### src/verilog/rlm_pkg.sv
package rlm_pkg;

   // ****************************************************************
   // Bus geometry
   // ****************************************************************
   localparam int unsigned ADDR_W = 8;
   localparam int unsigned DATA_W = 32;

   // ****************************************************************
   // Register offsets (byte addresses)
   // ****************************************************************
   localparam logic [ADDR_W-1:0] OFS_CTRL      = 8'h00;
   localparam logic [ADDR_W-1:0] OFS_RELAY_SEL = 8'h04;
   localparam logic [ADDR_W-1:0] OFS_LAMP_SEL  = 8'h08;
   localparam logic [ADDR_W-1:0] OFS_OUT_STAT  = 8'h0C;
   localparam logic [ADDR_W-1:0] OFS_FLAGS     = 8'h10;
   localparam logic [ADDR_W-1:0] OFS_CMD_VAR   = 8'h14;

   // ****************************************************************
   // Field positions
   // ****************************************************************
   localparam int unsigned CTRL_TWO_RELAY_POS = 0;   // Breaker driven by two relays
   localparam int unsigned STAT_RELAY_POS     = 0;   // Six relay states
   localparam int unsigned STAT_LAMP_POS      = 8;   // Eight lamp states
   localparam int unsigned SEL_W              = 2;   // Width of one source selector

   // ****************************************************************
   // Counts and reset values
   // ****************************************************************
   localparam int unsigned N_RELAY     = 6;
   localparam int unsigned N_PROG_RLY  = 5;          // Relays one to four and six
   localparam int unsigned N_LAMP      = 8;
   localparam int unsigned N_FLAG      = 16;
   localparam logic [DATA_W-1:0] RST_CTRL      = 32'h0000_0000;
   localparam logic [DATA_W-1:0] RST_RELAY_SEL = 32'h0000_0000;
   localparam logic [DATA_W-1:0] RST_LAMP_SEL  = 32'h0000_0000;

   // ****************************************************************
   // Types
   // ****************************************************************
   // Source of one programmable output
   typedef enum logic [SEL_W-1:0] {
      SRC_DEFAULT,
      SRC_LOGIC,
      SRC_OFF,
      SRC_ON
   } rlm_src_e;

   // APB request from the master
   typedef struct packed {
      logic              psel;
      logic              penable;
      logic              pwrite;
      logic [ADDR_W-1:0] paddr;
      logic [DATA_W-1:0] pwdata;
   } rlm_apb_req_s;

   // APB answer to the master
   typedef struct packed {
      logic              pready;
      logic              pslverr;
      logic [DATA_W-1:0] prdata;
   } rlm_apb_rsp_s;

   // Default conditions feeding the outputs
   typedef struct packed {
      logic central_alarm;     // Relay two
      logic sys_b_not_ok;      // Relay three
      logic sys_a_not_ok;      // Relay four
      logic all_alarm_class;   // Relay six
      logic sys_a_in_range;    // Lamp one
      logic sys_b_in_range;    // Lamp two
      logic breaker_closed;    // Lamp three
      logic sync_active;       // Lamp four
      logic close_cmd_active;  // Lamp five
      logic open_failure;      // Lamp six
      logic close_failure;     // Lamp seven
      logic member_missing;    // Lamp eight
   } rlm_cond_s;

endpackage

### src/verilog/rlm_apb_slv.sv
`timescale 1ns/1ps
// APB slave handshake: one wait-free access phase per transfer
module rlm_apb_slv (
   // Clock and reset
   input  wire logic                          clk,
   input  wire logic                          rstn,
   // APB
   input  wire rlm_pkg::rlm_apb_req_s         apb_req,
   output      rlm_pkg::rlm_apb_rsp_s         apb_rsp,
   // Register bank side
   input  wire logic [rlm_pkg::DATA_W-1:0]    rd_data,
   input  wire logic                          hit,
   output      logic                          wr_stb
);

   typedef enum logic [0:0] {ST_IDLE, ST_ACCESS} rlm_st_e;

   rlm_st_e               st_q, st_d;
   rlm_pkg::rlm_apb_rsp_s rsp_q, rsp_d;

   // Write lands on the access edge where pready is sampled high
   assign wr_stb  = apb_req.psel & apb_req.penable & apb_req.pwrite & rsp_q.pready;
   assign apb_rsp = rsp_q;

   // Answer is prepared in the setup cycle so pready stands in the first access cycle
   always_comb begin
      st_d          = st_q;
      rsp_d         = rsp_q;
      rsp_d.pready  = 1'b0;
      case (st_q)
         ST_IDLE: begin
            if (apb_req.psel && !apb_req.penable) begin
               rsp_d.pready  = 1'b1;
               rsp_d.pslverr = ~hit;
               rsp_d.prdata  = (hit && !apb_req.pwrite) ? rd_data : '0;
               st_d          = ST_ACCESS;
            end
         end
         ST_ACCESS: begin
            rsp_d.pslverr = 1'b0;
            rsp_d.prdata  = '0;
            st_d          = ST_IDLE;
         end
         default: st_d = ST_IDLE;
      endcase
   end

   // Handshake registers
   always_ff @(posedge clk or negedge rstn) begin
      if (!rstn) begin
         st_q  <= ST_IDLE;
         rsp_q <= '0;
      end else begin
         st_q  <= st_d;
         rsp_q <= rsp_d;
      end
   end

endmodule // rlm_apb_slv

### src/verilog/rlm_src_mux.sv
`timescale 1ns/1ps
// Per-channel source selection between default, logic result and constants
module rlm_src_mux #(
   parameter int unsigned N = 8
) (
   // Selection
   input  wire logic [N*rlm_pkg::SEL_W-1:0] sel,
   // Sources
   input  wire logic [N-1:0]                dflt,
   input  wire logic [N-1:0]                lgc,
   // Result
   output      logic [N-1:0]                res
);

   // ****************************************************************
   // One selector per channel
   // ****************************************************************
   genvar g;
   generate
      for (g = 0; g < N; g++) begin : g_ch
         rlm_pkg::rlm_src_e s;
         assign s = rlm_pkg::rlm_src_e'(sel[g*rlm_pkg::SEL_W +: rlm_pkg::SEL_W]);
         // Constant codes let software force a coil for commissioning
         always_comb begin
            case (s)
               rlm_pkg::SRC_DEFAULT: res[g] = dflt[g];
               rlm_pkg::SRC_LOGIC:   res[g] = lgc[g];
               rlm_pkg::SRC_OFF:     res[g] = 1'b0;
               rlm_pkg::SRC_ON:      res[g] = 1'b1;
               default:              res[g] = 1'b0;
            endcase
         end
      end
   endgenerate

endmodule // rlm_src_mux

### src/verilog/rlm_top.sv
//
// Contract
// [RQ1] Relay one is on when its logic result or the not-ready status is true.
// [RQ2] Relay two follows its logic result, defaulting to the centralized alarm.
// [RQ3] Relay three follows its logic result, defaulting to system B not OK.
// [RQ4] Relay four follows its logic result, defaulting to system A not OK.
// [RQ5] Relay five is the open command; relay six closes in two-relay mode.
// [RQ6] Lamps exist only without display; each follows its own logic result.
// [RQ7] Lamps one and two default to system A and system B in range.
// [RQ8] Lamps three to five default to closed, synchronising, close command.
// [RQ9] Lamps six and seven default to open and close failure.
// [RQ10] Lamp eight defaults to the missing-member communication trip.
// [RQ11] Sixteen flags hold ladder outputs and feed back as logic inputs.
// [RQ12] All outputs register together per evaluation tick; inactive in reset.
//
// The address map and the APB register port are this design's own decisions.
`timescale 1ns/1ps
module rlm_top #(
   parameter bit HAS_DISPLAY = 1'b0
) (
   // Clock and reset
   input  wire logic                               clk,
   input  wire logic                               rstn,
   // APB register bus
   input  wire rlm_pkg::rlm_apb_req_s              apb_req,
   output      rlm_pkg::rlm_apb_rsp_s              apb_rsp,
   // Logic evaluation
   input  wire logic                               eval_tick,
   input  wire logic [rlm_pkg::N_PROG_RLY-1:0]     relay_lgc,
   input  wire logic [rlm_pkg::N_LAMP-1:0]         lamp_lgc,
   input  wire logic [rlm_pkg::N_FLAG-1:0]         flag_ladder,
   // Unit conditions
   input  wire rlm_pkg::rlm_cond_s                 cond,
   input  wire logic                               not_ready,
   input  wire logic                               controlled_breaker_open,
   input  wire logic                               controlled_breaker_close,
   // Relay coils
   output      logic                               relay_out_one,
   output      logic                               relay_out_two,
   output      logic                               relay_out_three,
   output      logic                               relay_out_four,
   output      logic                               relay_out_five,
   output      logic                               relay_out_six,
   // Lamps
   output      logic [rlm_pkg::N_LAMP-1:0]         lamp_out,
   // Flags and command variables for the logic engine
   output      logic [rlm_pkg::N_FLAG-1:0]         flag_q,
   output      logic [rlm_pkg::N_PROG_RLY-1:0]     cmd_var_q
);

   // ****************************************************************
   // Declarations
   // ****************************************************************
   localparam int unsigned RS_W = rlm_pkg::N_PROG_RLY * rlm_pkg::SEL_W;
   localparam int unsigned LS_W = rlm_pkg::N_LAMP * rlm_pkg::SEL_W;

   logic                            two_relay_q, two_relay_d;
   logic [RS_W-1:0]                 relay_sel_q, relay_sel_d;
   logic [LS_W-1:0]                 lamp_sel_q, lamp_sel_d;

   logic [rlm_pkg::N_RELAY-1:0]     relay_q, relay_d;
   logic [rlm_pkg::N_LAMP-1:0]      lamp_q, lamp_d;
   logic [rlm_pkg::N_FLAG-1:0]      flags_q, flags_d;
   logic [rlm_pkg::N_PROG_RLY-1:0]  cmdv_q, cmdv_d;

   logic [rlm_pkg::N_PROG_RLY-1:0]  relay_dflt;
   logic [rlm_pkg::N_PROG_RLY-1:0]  relay_res;
   logic [rlm_pkg::N_LAMP-1:0]      lamp_dflt;
   logic [rlm_pkg::N_LAMP-1:0]      lamp_res;

   logic                            wr_stb;
   logic                            hit;
   logic [rlm_pkg::DATA_W-1:0]      rd_data;
   logic [rlm_pkg::ADDR_W-1:0]      addr;
   logic [rlm_pkg::DATA_W-1:0]      wdata;

   assign addr  = apb_req.paddr;
   assign wdata = apb_req.pwdata;

   // ****************************************************************
   // Bus slave
   // ****************************************************************
   rlm_apb_slv u_apb (
      .clk     (clk),
      .rstn    (rstn),
      .apb_req (apb_req),
      .apb_rsp (apb_rsp),
      .rd_data (rd_data),
      .hit     (hit),
      .wr_stb  (wr_stb)
   );

   // Address decode; anything else answers with pslverr
   always_comb begin
      case (addr)
         rlm_pkg::OFS_CTRL,
         rlm_pkg::OFS_RELAY_SEL,
         rlm_pkg::OFS_LAMP_SEL,
         rlm_pkg::OFS_OUT_STAT,
         rlm_pkg::OFS_FLAGS,
         rlm_pkg::OFS_CMD_VAR:   hit = 1'b1;
         default:                hit = 1'b0;
      endcase
   end

   // Read data; unused upper bits read zero
   always_comb begin
      rd_data = '0;
      case (addr)
         rlm_pkg::OFS_CTRL:
            rd_data[rlm_pkg::CTRL_TWO_RELAY_POS] = two_relay_q;
         rlm_pkg::OFS_RELAY_SEL:
            rd_data[RS_W-1:0] = relay_sel_q;
         rlm_pkg::OFS_LAMP_SEL:
            rd_data[LS_W-1:0] = lamp_sel_q;
         rlm_pkg::OFS_OUT_STAT: begin
            rd_data[rlm_pkg::STAT_RELAY_POS +: rlm_pkg::N_RELAY] = relay_q;
            rd_data[rlm_pkg::STAT_LAMP_POS +: rlm_pkg::N_LAMP]   = lamp_q;
         end
         rlm_pkg::OFS_FLAGS:
            rd_data[rlm_pkg::N_FLAG-1:0] = flags_q;
         rlm_pkg::OFS_CMD_VAR:
            rd_data[rlm_pkg::N_PROG_RLY-1:0] = cmdv_q;
         default:
            rd_data = '0;
      endcase
   end

   // ****************************************************************
   // Configuration registers
   // ****************************************************************
   // Writes only; read-only offsets ignore the data
   always_comb begin
      two_relay_d = two_relay_q;
      relay_sel_d = relay_sel_q;
      lamp_sel_d  = lamp_sel_q;
      if (wr_stb) begin
         case (addr)
            rlm_pkg::OFS_CTRL:      two_relay_d = wdata[rlm_pkg::CTRL_TWO_RELAY_POS];
            rlm_pkg::OFS_RELAY_SEL: relay_sel_d = wdata[RS_W-1:0];
            rlm_pkg::OFS_LAMP_SEL:  lamp_sel_d  = wdata[LS_W-1:0];
            default: begin
               two_relay_d = two_relay_q;
            end
         endcase
      end
   end

   // Configuration flops; reset leaves every output on its default source
   always_ff @(posedge clk or negedge rstn) begin
      if (!rstn) begin
         two_relay_q <= rlm_pkg::RST_CTRL[rlm_pkg::CTRL_TWO_RELAY_POS];
         relay_sel_q <= rlm_pkg::RST_RELAY_SEL[RS_W-1:0];
         lamp_sel_q  <= rlm_pkg::RST_LAMP_SEL[LS_W-1:0];
      end else begin
         two_relay_q <= two_relay_d;
         relay_sel_q <= relay_sel_d;
         lamp_sel_q  <= lamp_sel_d;
      end
   end

   // ****************************************************************
   // Default sources
   // ****************************************************************
   // Relay channel order: one, two, three, four, six
   assign relay_dflt[0] = 1'b0;                         // Relay one has no preset
   assign relay_dflt[1] = cond.central_alarm;           // RQ2
   assign relay_dflt[2] = cond.sys_b_not_ok;            // RQ3
   assign relay_dflt[3] = cond.sys_a_not_ok;            // RQ4
   assign relay_dflt[4] = cond.all_alarm_class;         // RQ5

   // Lamp presets
   assign lamp_dflt[0] = cond.sys_a_in_range;           // RQ7
   assign lamp_dflt[1] = cond.sys_b_in_range;           // RQ7
   assign lamp_dflt[2] = cond.breaker_closed;           // RQ8
   assign lamp_dflt[3] = cond.sync_active;              // RQ8
   assign lamp_dflt[4] = cond.close_cmd_active;         // RQ8
   assign lamp_dflt[5] = cond.open_failure;             // RQ9
   assign lamp_dflt[6] = cond.close_failure;            // RQ9
   assign lamp_dflt[7] = cond.member_missing;           // RQ10

   // ****************************************************************
   // Source selection
   // ****************************************************************
   rlm_src_mux #(.N(rlm_pkg::N_PROG_RLY)) u_relay_mux (
      .sel  (relay_sel_q),
      .dflt (relay_dflt),
      .lgc  (relay_lgc),
      .res  (relay_res)
   );

   rlm_src_mux #(.N(rlm_pkg::N_LAMP)) u_lamp_mux (
      .sel  (lamp_sel_q),
      .dflt (lamp_dflt),
      .lgc  (lamp_lgc),
      .res  (lamp_res)
   );

   // ****************************************************************
   // Output and flag update
   // ****************************************************************
   // Everything moves on the same tick so no coil or lamp lags another;
   // a selector written between ticks shows at the next tick only
   always_comb begin
      relay_d = relay_q;
      lamp_d  = lamp_q;
      flags_d = flags_q;
      cmdv_d  = cmdv_q;
      if (eval_tick) begin
         relay_d[0] = relay_res[0] | not_ready;                  // RQ1
         relay_d[1] = relay_res[1];                              // RQ2
         relay_d[2] = relay_res[2];                              // RQ3
         relay_d[3] = relay_res[3];                              // RQ4
         relay_d[4] = controlled_breaker_open;                   // RQ5
         relay_d[5] = two_relay_q ? controlled_breaker_close
                                  : relay_res[4];                // RQ5
         // Panel variants have no lamp drivers fitted
         lamp_d     = HAS_DISPLAY ? '0 : lamp_res;               // RQ6
         // Ladder results are held so the engine can reuse them next pass
         flags_d    = flag_ladder;                               // RQ11
         cmdv_d     = relay_res;                                 // RQ1
      end
   end

   // Output flops; coils drop while reset is held
   always_ff @(posedge clk or negedge rstn) begin
      if (!rstn) begin
         relay_q <= '0;                                          // RQ12
         lamp_q  <= '0;                                          // RQ12
         flags_q <= '0;
         cmdv_q  <= '0;
      end else begin
         relay_q <= relay_d;                                     // RQ12
         lamp_q  <= lamp_d;                                      // RQ12
         flags_q <= flags_d;
         cmdv_q  <= cmdv_d;
      end
   end

   // ****************************************************************
   // Pins
   // ****************************************************************
   assign relay_out_one   = relay_q[0];
   assign relay_out_two   = relay_q[1];
   assign relay_out_three = relay_q[2];
   assign relay_out_four  = relay_q[3];
   assign relay_out_five  = relay_q[4];
   assign relay_out_six   = relay_q[5];
   assign lamp_out        = lamp_q;
   assign flag_q          = flags_q;
   assign cmd_var_q       = cmdv_q;

endmodule // rlm_top
### config.mk
export PLATFORM = sky130hd
export DESIGN_NAME = rlm_top
export DESIGN_NICKNAME = d
export VERILOG_FILES = /design/src/verilog/rlm_pkg.sv /design/src/verilog/rlm_apb_slv.sv /design/src/verilog/rlm_src_mux.sv /design/src/verilog/rlm_top.sv
export SDC_FILE = /design/constraint.sdc
export NUM_CORES = 1
export LEC_CHECK = 0
export BUFFER_PORTS_ARGS = -buffer_cell sky130_fd_sc_hd__buf_2
export CAP_MARGIN = 20
export CORE_AREA = 2 2 92 94
export DETAILED_ROUTE_END_ITERATION = 10
export DIE_AREA = 0 0 94 96
export PLACE_DENSITY = 0.83
export SKIP_CTS_REPAIR_TIMING = 1
export SLEW_MARGIN = 20
export SYNTH_ARGS = -nofsm -noshare
export SYNTH_HDL_FRONTEND = slang
export SYNTH_SLANG_ARGS = --single-unit
export TNS_END_PERCENT = 50
### constraint.sdc
create_clock -name clk -period 2.22 [get_ports clk]
set_clock_uncertainty 0.05 [all_clocks]
set_input_delay 0.333 -clock clk [delete_from_list [all_inputs] [get_ports clk]]
set_output_delay 0.333 -clock clk [all_outputs]
set_load 0.005 [all_outputs]
==> summary.md, run 1 <==
| Metric | Value |
|---|---|
| Status | `completed` |
| Final Critical Period | `2093 ps` |
| Via count | `3038` |
| Crit path max fanout | `6` |
| Comb pwr share | `11.5%` |
| Worst Path Buf+Inv | `0` |
| Clk pwr share | `37.6%` |
| RePlAce Congestion | `0.8902` |
| Post-Syn Instances | `330` |
| Final Cycle Share | `94.28%` |
| Crit path kind | `reg -> reg` |
| Final setup fails | `0` |
| Max Cap Viol | `0` |
| Die Wd | `94 µm` |
| Global-route wire length before repair | `15.26 mm` |
| Top FF cell, synth | `dfrtp_1` |
| Crit path max-delay family | `simple AND/OR/NAND/NOR gates` |
| Clock Pin Slew Worst Setup and Hold Paths | `90 ps` |
| WL per Instance | `17.07 µm` |
| CP startpoint kind | `flip-flop` |
| Worst Path Arrival | `2280 ps` |
| Vias per cell | `5.302` |
| H-tree depth | `3` |
| Critical-path top delay cell | `or4b_1` |
| #FFs+latches synth | `77` |
| Clock Tree Root | `clkbuf_8` |
| Antenna violations before repair | `0` |
| Longest Clk Path Bufs | `2` |
| GRT overflow | `0` |
| Post-synth cell types | `41` |
| Die area | `9024 µm²` |
| Num CTS Buffers | `9` |
| Clk_lat worst skew | `340 ps` |
| Net count, final | `553` |
| Dpl cells | `556` |
| Synth warnings | `0` |
| Power after layout | `2.970 mW` |
| Total iterations of the first detailed-routing run | `4` |
| Fraction of layout cells with a size suffix above 1 | `46.58%` |
| Setup TNS | `0 ps` |
| NetSw | `0.7545 mW` |
| Avg Cell Area, Syn | `11.29 µm²` |
| HPWL Detailed | `7.227 mm` |
| Filler cell count | `699` |
| Port Buffer Count | `126` |
| Sw Share | `25.40%` |
| IR Drop Worst-Case VDD | `401.6 µV` |
| Post-route ant nets | `0` |
| 1st-iter DRT viols | `214` |
| Cell Area, Synth | `3725 µm²` |
| Worst hold path type | `in -> reg` |
| Post-synthesis sequential area ratio | `51.73%` |
| Die height | `96 µm` |
| Int Pwr | `2.215 mW` |
| Critical Path, Cell by Cell | `or4b_1, nor2_1, nand4_1, o221ai_1` |
| Ant diodes | `0` |
| Post-route DRC | `0` |
| RSZ-0062 raised after global routing | `no` |
| Finished Layout Cells | `573` |
| Leakage | `2.332 nW` |
| Pwr/cell area | `632.6 nW/µm²` |
| Critical path required time | `2410 ps` |
| CP Capture Type | `flip-flop` |
| EDFF count, synth | `0` |
| Top Ports | `159` |
| GRT Resource Usage Total | `22.55%` |
| Slew Viols, Final | `0` |
| FMAX | `0.4778 GHz` |
| Vias in the first global route | `3090` |
| Post-Route WL | `9.781 mm` |
| Final Hold Fails | `0` |
| Core Region | `8051 µm²` |
| Initial Util | `46.26%` |
| Sequential Power Share | `50.9%` |
| Asr flop ratio synth | `100.0%` |
| Finished Core Util | `58.31%` |
| Hold_ws | `159.7 ps` |
| Max incr delay on CP | `640 ps` |
| Largest net degree at the start of global routing | `44` |
| CTS tree | `built` |
| Area Growth Syn to Fin | `26.03%` |
| Clk sink count | `77` |
| Row count | `33` |
==> area by class of cell <==
class | instances | area, µm² | share of cell area [%]
Multi-Input combinational cell | 226 | 1603 | 34.14
Tap cell | 105 | 131.4 | 2.799
Timing Repair Buffer | 143 | 800.8 | 17.06
Clock inverter | 5 | 58.81 | 1.253
Clock buffer | 11 | 151.4 | 3.225
Sequential cell | 77 | 1927 | 41.04
Inverter | 6 | 22.52 | 0.4797
==> worst reg2reg max path, cell delays in order (launching register included) <==
cell and delay [ps]:
dfrtp_1 430, or4b_1 640, nor2_1 190, nand4_1 360, o221ai_1 320
==> power by group through the flow <==
stage | registers (mW) | clock network (mW) | logic (mW)
finish | 1.51 | 1.12 | 0.342
global route | 1.52 | 1.19 | 0.384
CTS | 1.51 | 1.13 | 0.345
detailed placement | 1.54 | 0 | 0.344
global placement | 1.54 | 0 | 0.335
floorplan | 1.53 | 0 | 0.164
==> worst paths after layout <==
| check | cells after the start | end | slack [ps] | from |
|---|---|---|---|---|
| worst min register to register | 2 | u_apb.apb_rsp[5] | 440 | u_apb.apb_rsp[5] |
| worst min-delay path | 2 | flag_q[12] | 160 | flag_ladder[12] |
| max in group asynchronous | 3 | lamp_out[3] | 1060 | rstn |
| worst max-delay path | 4 | u_apb.apb_rsp[15] | 130 | u_apb.apb_rsp[33] |
| worst max register to register | 4 | u_apb.apb_rsp[15] | 130 | u_apb.apb_rsp[33] |
| min in group asynchronous | 2 | lamp_sel_q[15] | 450 | rstn |
==> registers in the layout, indices dropped and copies added, names as in the netlist <==
register / cells
relay_sel_q: 10
lamp_out: 8
two_relay_q: 1
cmd_var_q: 2
lamp_sel_q: 16
u_apb.apb_rsp: 18
flag_q: 16
relay_q: 6
==> logic make-up after synthesis <==
| family | count (synthesis) | share of synthesized area, % |
|---|---|---|
| AOI/OAI and AO/OA | 65 | 11.39 |
| and+or+nand+nor | 84 | 11.56 |
| DFF | 77 | 51.73 |
| buffers and inverters | 42 | 6.751 |
| xor gates and xnor gates | 2 | 0.4704 |
| muxes | 59 | 18.00 |
| other | 1 | 0.1007 |
==> cell usage in the layout, fill, tap and decap left out, types with 2 or more instances in the layout <==
master      instances
a22oi_1            13
xnor2_1             2
mux2_2             54
buf_4              14
nor2b_1             3
buf_12              3
inv_1               6
a221oi_1            2
nand2_1            36
buf_2             125
dfrtp_1            77
nor4_1              4
nand2b_1            7
nor2_1             15
a32oi_1             2
conb_1             16
clkinvlp_4          2
and3_1              4
or4b_1              2
o21ai_0            32
mux2i_1             4
clkbuf_8           11
a222oi_1            2
nand4_1             3
a21oi_1             2
o211ai_1            3
o221ai_1            6
==> synthesized netlist by cell type, types with 2 or more instances <==
| library cell | n | area, µm² |
|---|---|---|
| dfrtp_1 | 77 | 1927 |
| mux2_2 | 54 | 608.1 |
| nand2_1 | 36 | 135.1 |
| o21ai_0 | 32 | 160.2 |
| buf_4 | 20 | 150.1 |
| nor2_1 | 15 | 56.30 |
| a22oi_1 | 13 | 97.59 |
| clkbuf_1 | 8 | 30.03 |
| nand2b_1 | 7 | 43.79 |
| inv_1 | 6 | 22.52 |
| o221ai_1 | 6 | 52.55 |
| and3_1 | 4 | 25.02 |
| mux2i_1 | 4 | 40.04 |
| nor4_1 | 4 | 25.02 |
| buf_1 | 3 | 11.26 |
| buf_2 | 3 | 15.01 |
| nand4_1 | 3 | 18.77 |
| nor2b_1 | 3 | 18.77 |
| o211ai_1 | 3 | 22.52 |
| a21oi_1 | 2 | 10.01 |
| a221oi_1 | 2 | 17.52 |
| a222oi_1 | 2 | 20.02 |
| a32oi_1 | 2 | 17.52 |
| buf_6 | 2 | 22.52 |
| or4b_1 | 2 | 20.02 |
| xnor2_1 | 2 | 17.52 |
==> layer usage <==
metal | GRT usage [%] | wire length (µm)
met2 | 37.62 | 4950
met1 | 28.04 | 4017
met5 | 0 | 0
met4 | 12.20 | 210
met3 | 3.994 | 601
==> per-stage QoR <==
stage | cell area (µm²) | worst slack, ps
6_report | 4695 | 127.0
5_1_grt | 4695 | 41.15
4_1_cts | 4684 | 179.2
3_5_place_dp | 4474 | 185.6
3_3_place_gp | 4474 | 209.6
2_1_floorplan | 3781 | 233.6
Note: power is estimated with default switching activity, not from simulation.
==> run 2: changes to the inputs <==
Settings changed: GPL_TIMING_DRIVEN set to 0.
Clock period 2.22 ns to 2.19 ns, I/O delays scaled along.
==> run 2 against run 1 <==
Net effect:
- core utilization grew 0.93 points
- global-route usage grew 1.2 points
- final cell count grew 3.3%
- routed wire length grew 5.1%
- combinational power grew 13%
- design area grew 1.6%
- register-to-register slack is essentially flat
- setup slack gained 8.8 ps
- sequential share of layout area shrank 0.65 points
- via count grew 4.7%
- non-clock buffer count grew 19
- first-iteration DRC count shrank 13%
- largest power group unchanged
==> summary.md, run 2 (same netlist as run 1, synthesis figures left out) <==
| Metric | Value |
|---|---|
| Final Critical Period | `2054 ps (was 2093 ps)` |
| H-tree depth | `3 (unchanged)` |
| Slew Viols, Final | `0 (unchanged)` |
| DP Area | `4563 µm² (was 4474 µm²)` |
| Total iterations of the first detailed-routing run | `4 (unchanged)` |
| Finished Layout Cells | `592 (was 573)` |
| 1st-iter DRT viols | `186 (was 214)` |
| Crit path kind | `reg -> reg (unchanged)` |
| Vias in the first global route | `3215 (was 3090)` |
| Commonest non-fill, non-tap cell in the layout | `buf_2 (unchanged)` |
| Crit path max fanout | `10 (was 6)` |
| Largest net degree at the start of global routing | `53 (was 44)` |
| Post-Route WL | `10.28 mm (was 9.781 mm)` |
| Dpl cells | `575 (was 556)` |
| Clk_lat worst skew | `340 ps (about the same)` |
| Critical path endpoint | `lamp_sel_q[12] (was u_apb.apb_rsp[15])` |
| Ant diodes | `0 (unchanged)` |
| FMAX | `0.4868 GHz (was 0.4778 GHz)` |
| IR Drop Worst-Case VDD | `395.9 µV (was 401.6 µV)` |
| Top Ports | `159 (unchanged)` |
| Leakage | `2.381 nW (was 2.332 nW)` |
| WP depth | `5 (was 4)` |
| Clock Pin Slew Worst Setup and Hold Paths | `80 ps (was 90 ps)` |
| Net count, final | `572 (was 553)` |
| Row count | `33 (unchanged)` |
| Longest Clk Path Bufs | `2 (unchanged)` |
| Die area | `9024 µm² (unchanged)` |
| Crit path launch | `u_apb.apb_rsp[33] (unchanged)` |
| Core Region | `8051 µm² (unchanged)` |
| Worst Path Arrival | `2230 ps (was 2280 ps)` |
| Slew headroom | `47.62%` |
| Filler cell count | `702 (was 699)` |
| Placement Setup Slack | `-186.0 ps (was 185.6 ps)` |
| Critical-path top delay cell | `nor3_4 (was or4b_1)` |
| Reg-to-reg slack, setup | `140 ps (was 130 ps)` |
| GRT overflow | `0 (unchanged)` |
| HPWL Detailed | `7.806 mm (was 7.227 mm)` |
| Critical Path, Cell by Cell | `and4_1, nand2_1, nor3_4, buf_6, mux2_2 (was or4b_1, nor2_1, nand4_1, o221ai_1)` |
| Clk sink count | `77 (unchanged)` |
| Post-route ant nets | `0 (unchanged)` |
| PnR worst setup slack | `135.8 ps (was 127.0 ps)` |
| Post-route cell area | `4770 µm² (was 4695 µm²)` |
| Clock Tree Root | `clkbuf_8 (unchanged)` |
| Final setup fails | `0 (unchanged)` |
| Final Hold Fails | `0 (unchanged)` |
| Worst Path Buf+Inv | `1 (was 0)` |
| CP startpoint kind | `flip-flop (unchanged)` |
| Worst R2R Start | `u_apb.apb_rsp[33] (unchanged)` |
| RePlAce Congestion | `0.8581 (was 0.8902)` |
| Initial Util | `46.26% (unchanged)` |
| R2r endpoint | `lamp_sel_q[12] (was u_apb.apb_rsp[15])` |
| Worst r2r path cells | `5 (was 4)` |
| CP Capture Type | `flip-flop (unchanged)` |
| Critical path required time | `2370 ps (was 2410 ps)` |
| Number of flip-flops under the largest register name | `18 (unchanged)` |
| CTS tree | `built (unchanged)` |
| Port Buffer Count | `124 (was 126)` |
| Status | `completed (unchanged)` |
| Area Growth Syn to Fin | `28.05% (was 26.03%)` |
| Post-route DRC | `0 (unchanged)` |
| Final Cycle Share | `93.80% (was 94.28%)` |
| Die Wd | `94 µm (unchanged)` |
| Pwr/cell area | `605.7 nW/µm² (was 632.6 nW/µm²)` |
| Slew @ Worst Pin | `785.7 ps` |
| RSZ-0062 raised after global routing | `no (unchanged)` |
| Commonest cells after routing, fill and taps aside | `buf_2 (126), dfrtp_1 (77), mux2_2 (54), nand2_1 (36), o21ai_0 (32) (was buf_2 (125), dfrtp_1 (77), mux2_2 (54), nand2_1 (36), o21ai_0 (32))` |
| Max incr delay on CP | `490 ps (was 640 ps)` |
| Via count | `3182 (was 3038)` |
| Worst hold path type | `in -> reg (unchanged)` |
| Antenna violations before repair | `0 (unchanged)` |
| GRT Resource Usage Total | `23.78% (was 22.55%)` |
| Vias per cell | `5.375 (was 5.302)` |
| WL per Instance | `17.36 µm (was 17.07 µm)` |
| Min-delay src | `apb_req[11] (was flag_ladder[12])` |
| Die height | `96 µm (unchanged)` |
| Max Cap Viol | `0 (unchanged)` |
| Fraction of layout cells with a size suffix above 1 | `46.61% (was 46.58%)` |
| Num CTS Buffers | `9 (unchanged)` |
| Global-route wire length before repair | `16.10 mm (was 15.26 mm)` |
| Crit path max-delay family | `simple AND/OR/NAND/NOR gates (unchanged)` |
run 2: layer usage:
layer  vias to the layer above  global-route usage [%]  routed length [µm]
met1                      1546                   29.21                4024
li1                       1456                       -                   -
met3                        28                   5.482                 837
met4                         0                   10.27                 347
met5                         -                       0                   0
met2                       152                   40.42                5070
run 2: power breakdown:
part | internal (mW) | leakage, nW | switching [mW]
sequential | 1.48 | 1.00 | 0.0509
clock | 0.468 | 0.0921 | 0.503
combinational | 0.196 | 1.28 | 0.189
total | 2.15 | 2.38 | 0.742
run 2: per-stage QoR:
step	util, %	hold slack (ps)	total power, mW	setup TNS, ps
3_3_place_gp	56.30	410.5	1.920	-2305
2_1_floorplan	-	-17.09	1.722	0
3_5_place_dp	56.67	212.6	1.941	-3417
6_report	59.24	161.9	2.889	0
4_1_cts	58.88	-166.2	2.905	-74.92
5_1_grt	59.24	147.2	3.023	0
run 2: cell type report:
class | instances | area, µm² | area share (%)
Clock inverter | 4 | 22.52 | 0.4722
Sequential cell | 77 | 1927 | 40.40
Timing Repair Buffer | 126 | 660.6 | 13.85
Buffer | 36 | 229.0 | 4.801
Tap cell | 105 | 131.4 | 2.754
Inverter | 6 | 22.52 | 0.4722
Clock buffer | 12 | 155.1 | 3.253
Multi-Input combinational cell | 226 | 1622 | 34.00
run 2: worst min-delay path by stage:
stage | endpoint | slack [ps] | depth (start not counted)
5_1_grt | flag_q[4] | 150 | 2
6_report | lamp_sel_q[11] | 160 | 2
4_1_cts | flag_q[14] | -170 | 1
3_3_place_gp | u_apb.apb_rsp[7] | 410 | 2
3_5_place_dp | flag_q[14] | 210 | 1
2_1_floorplan | cmd_var_q[0] | -20 | 0
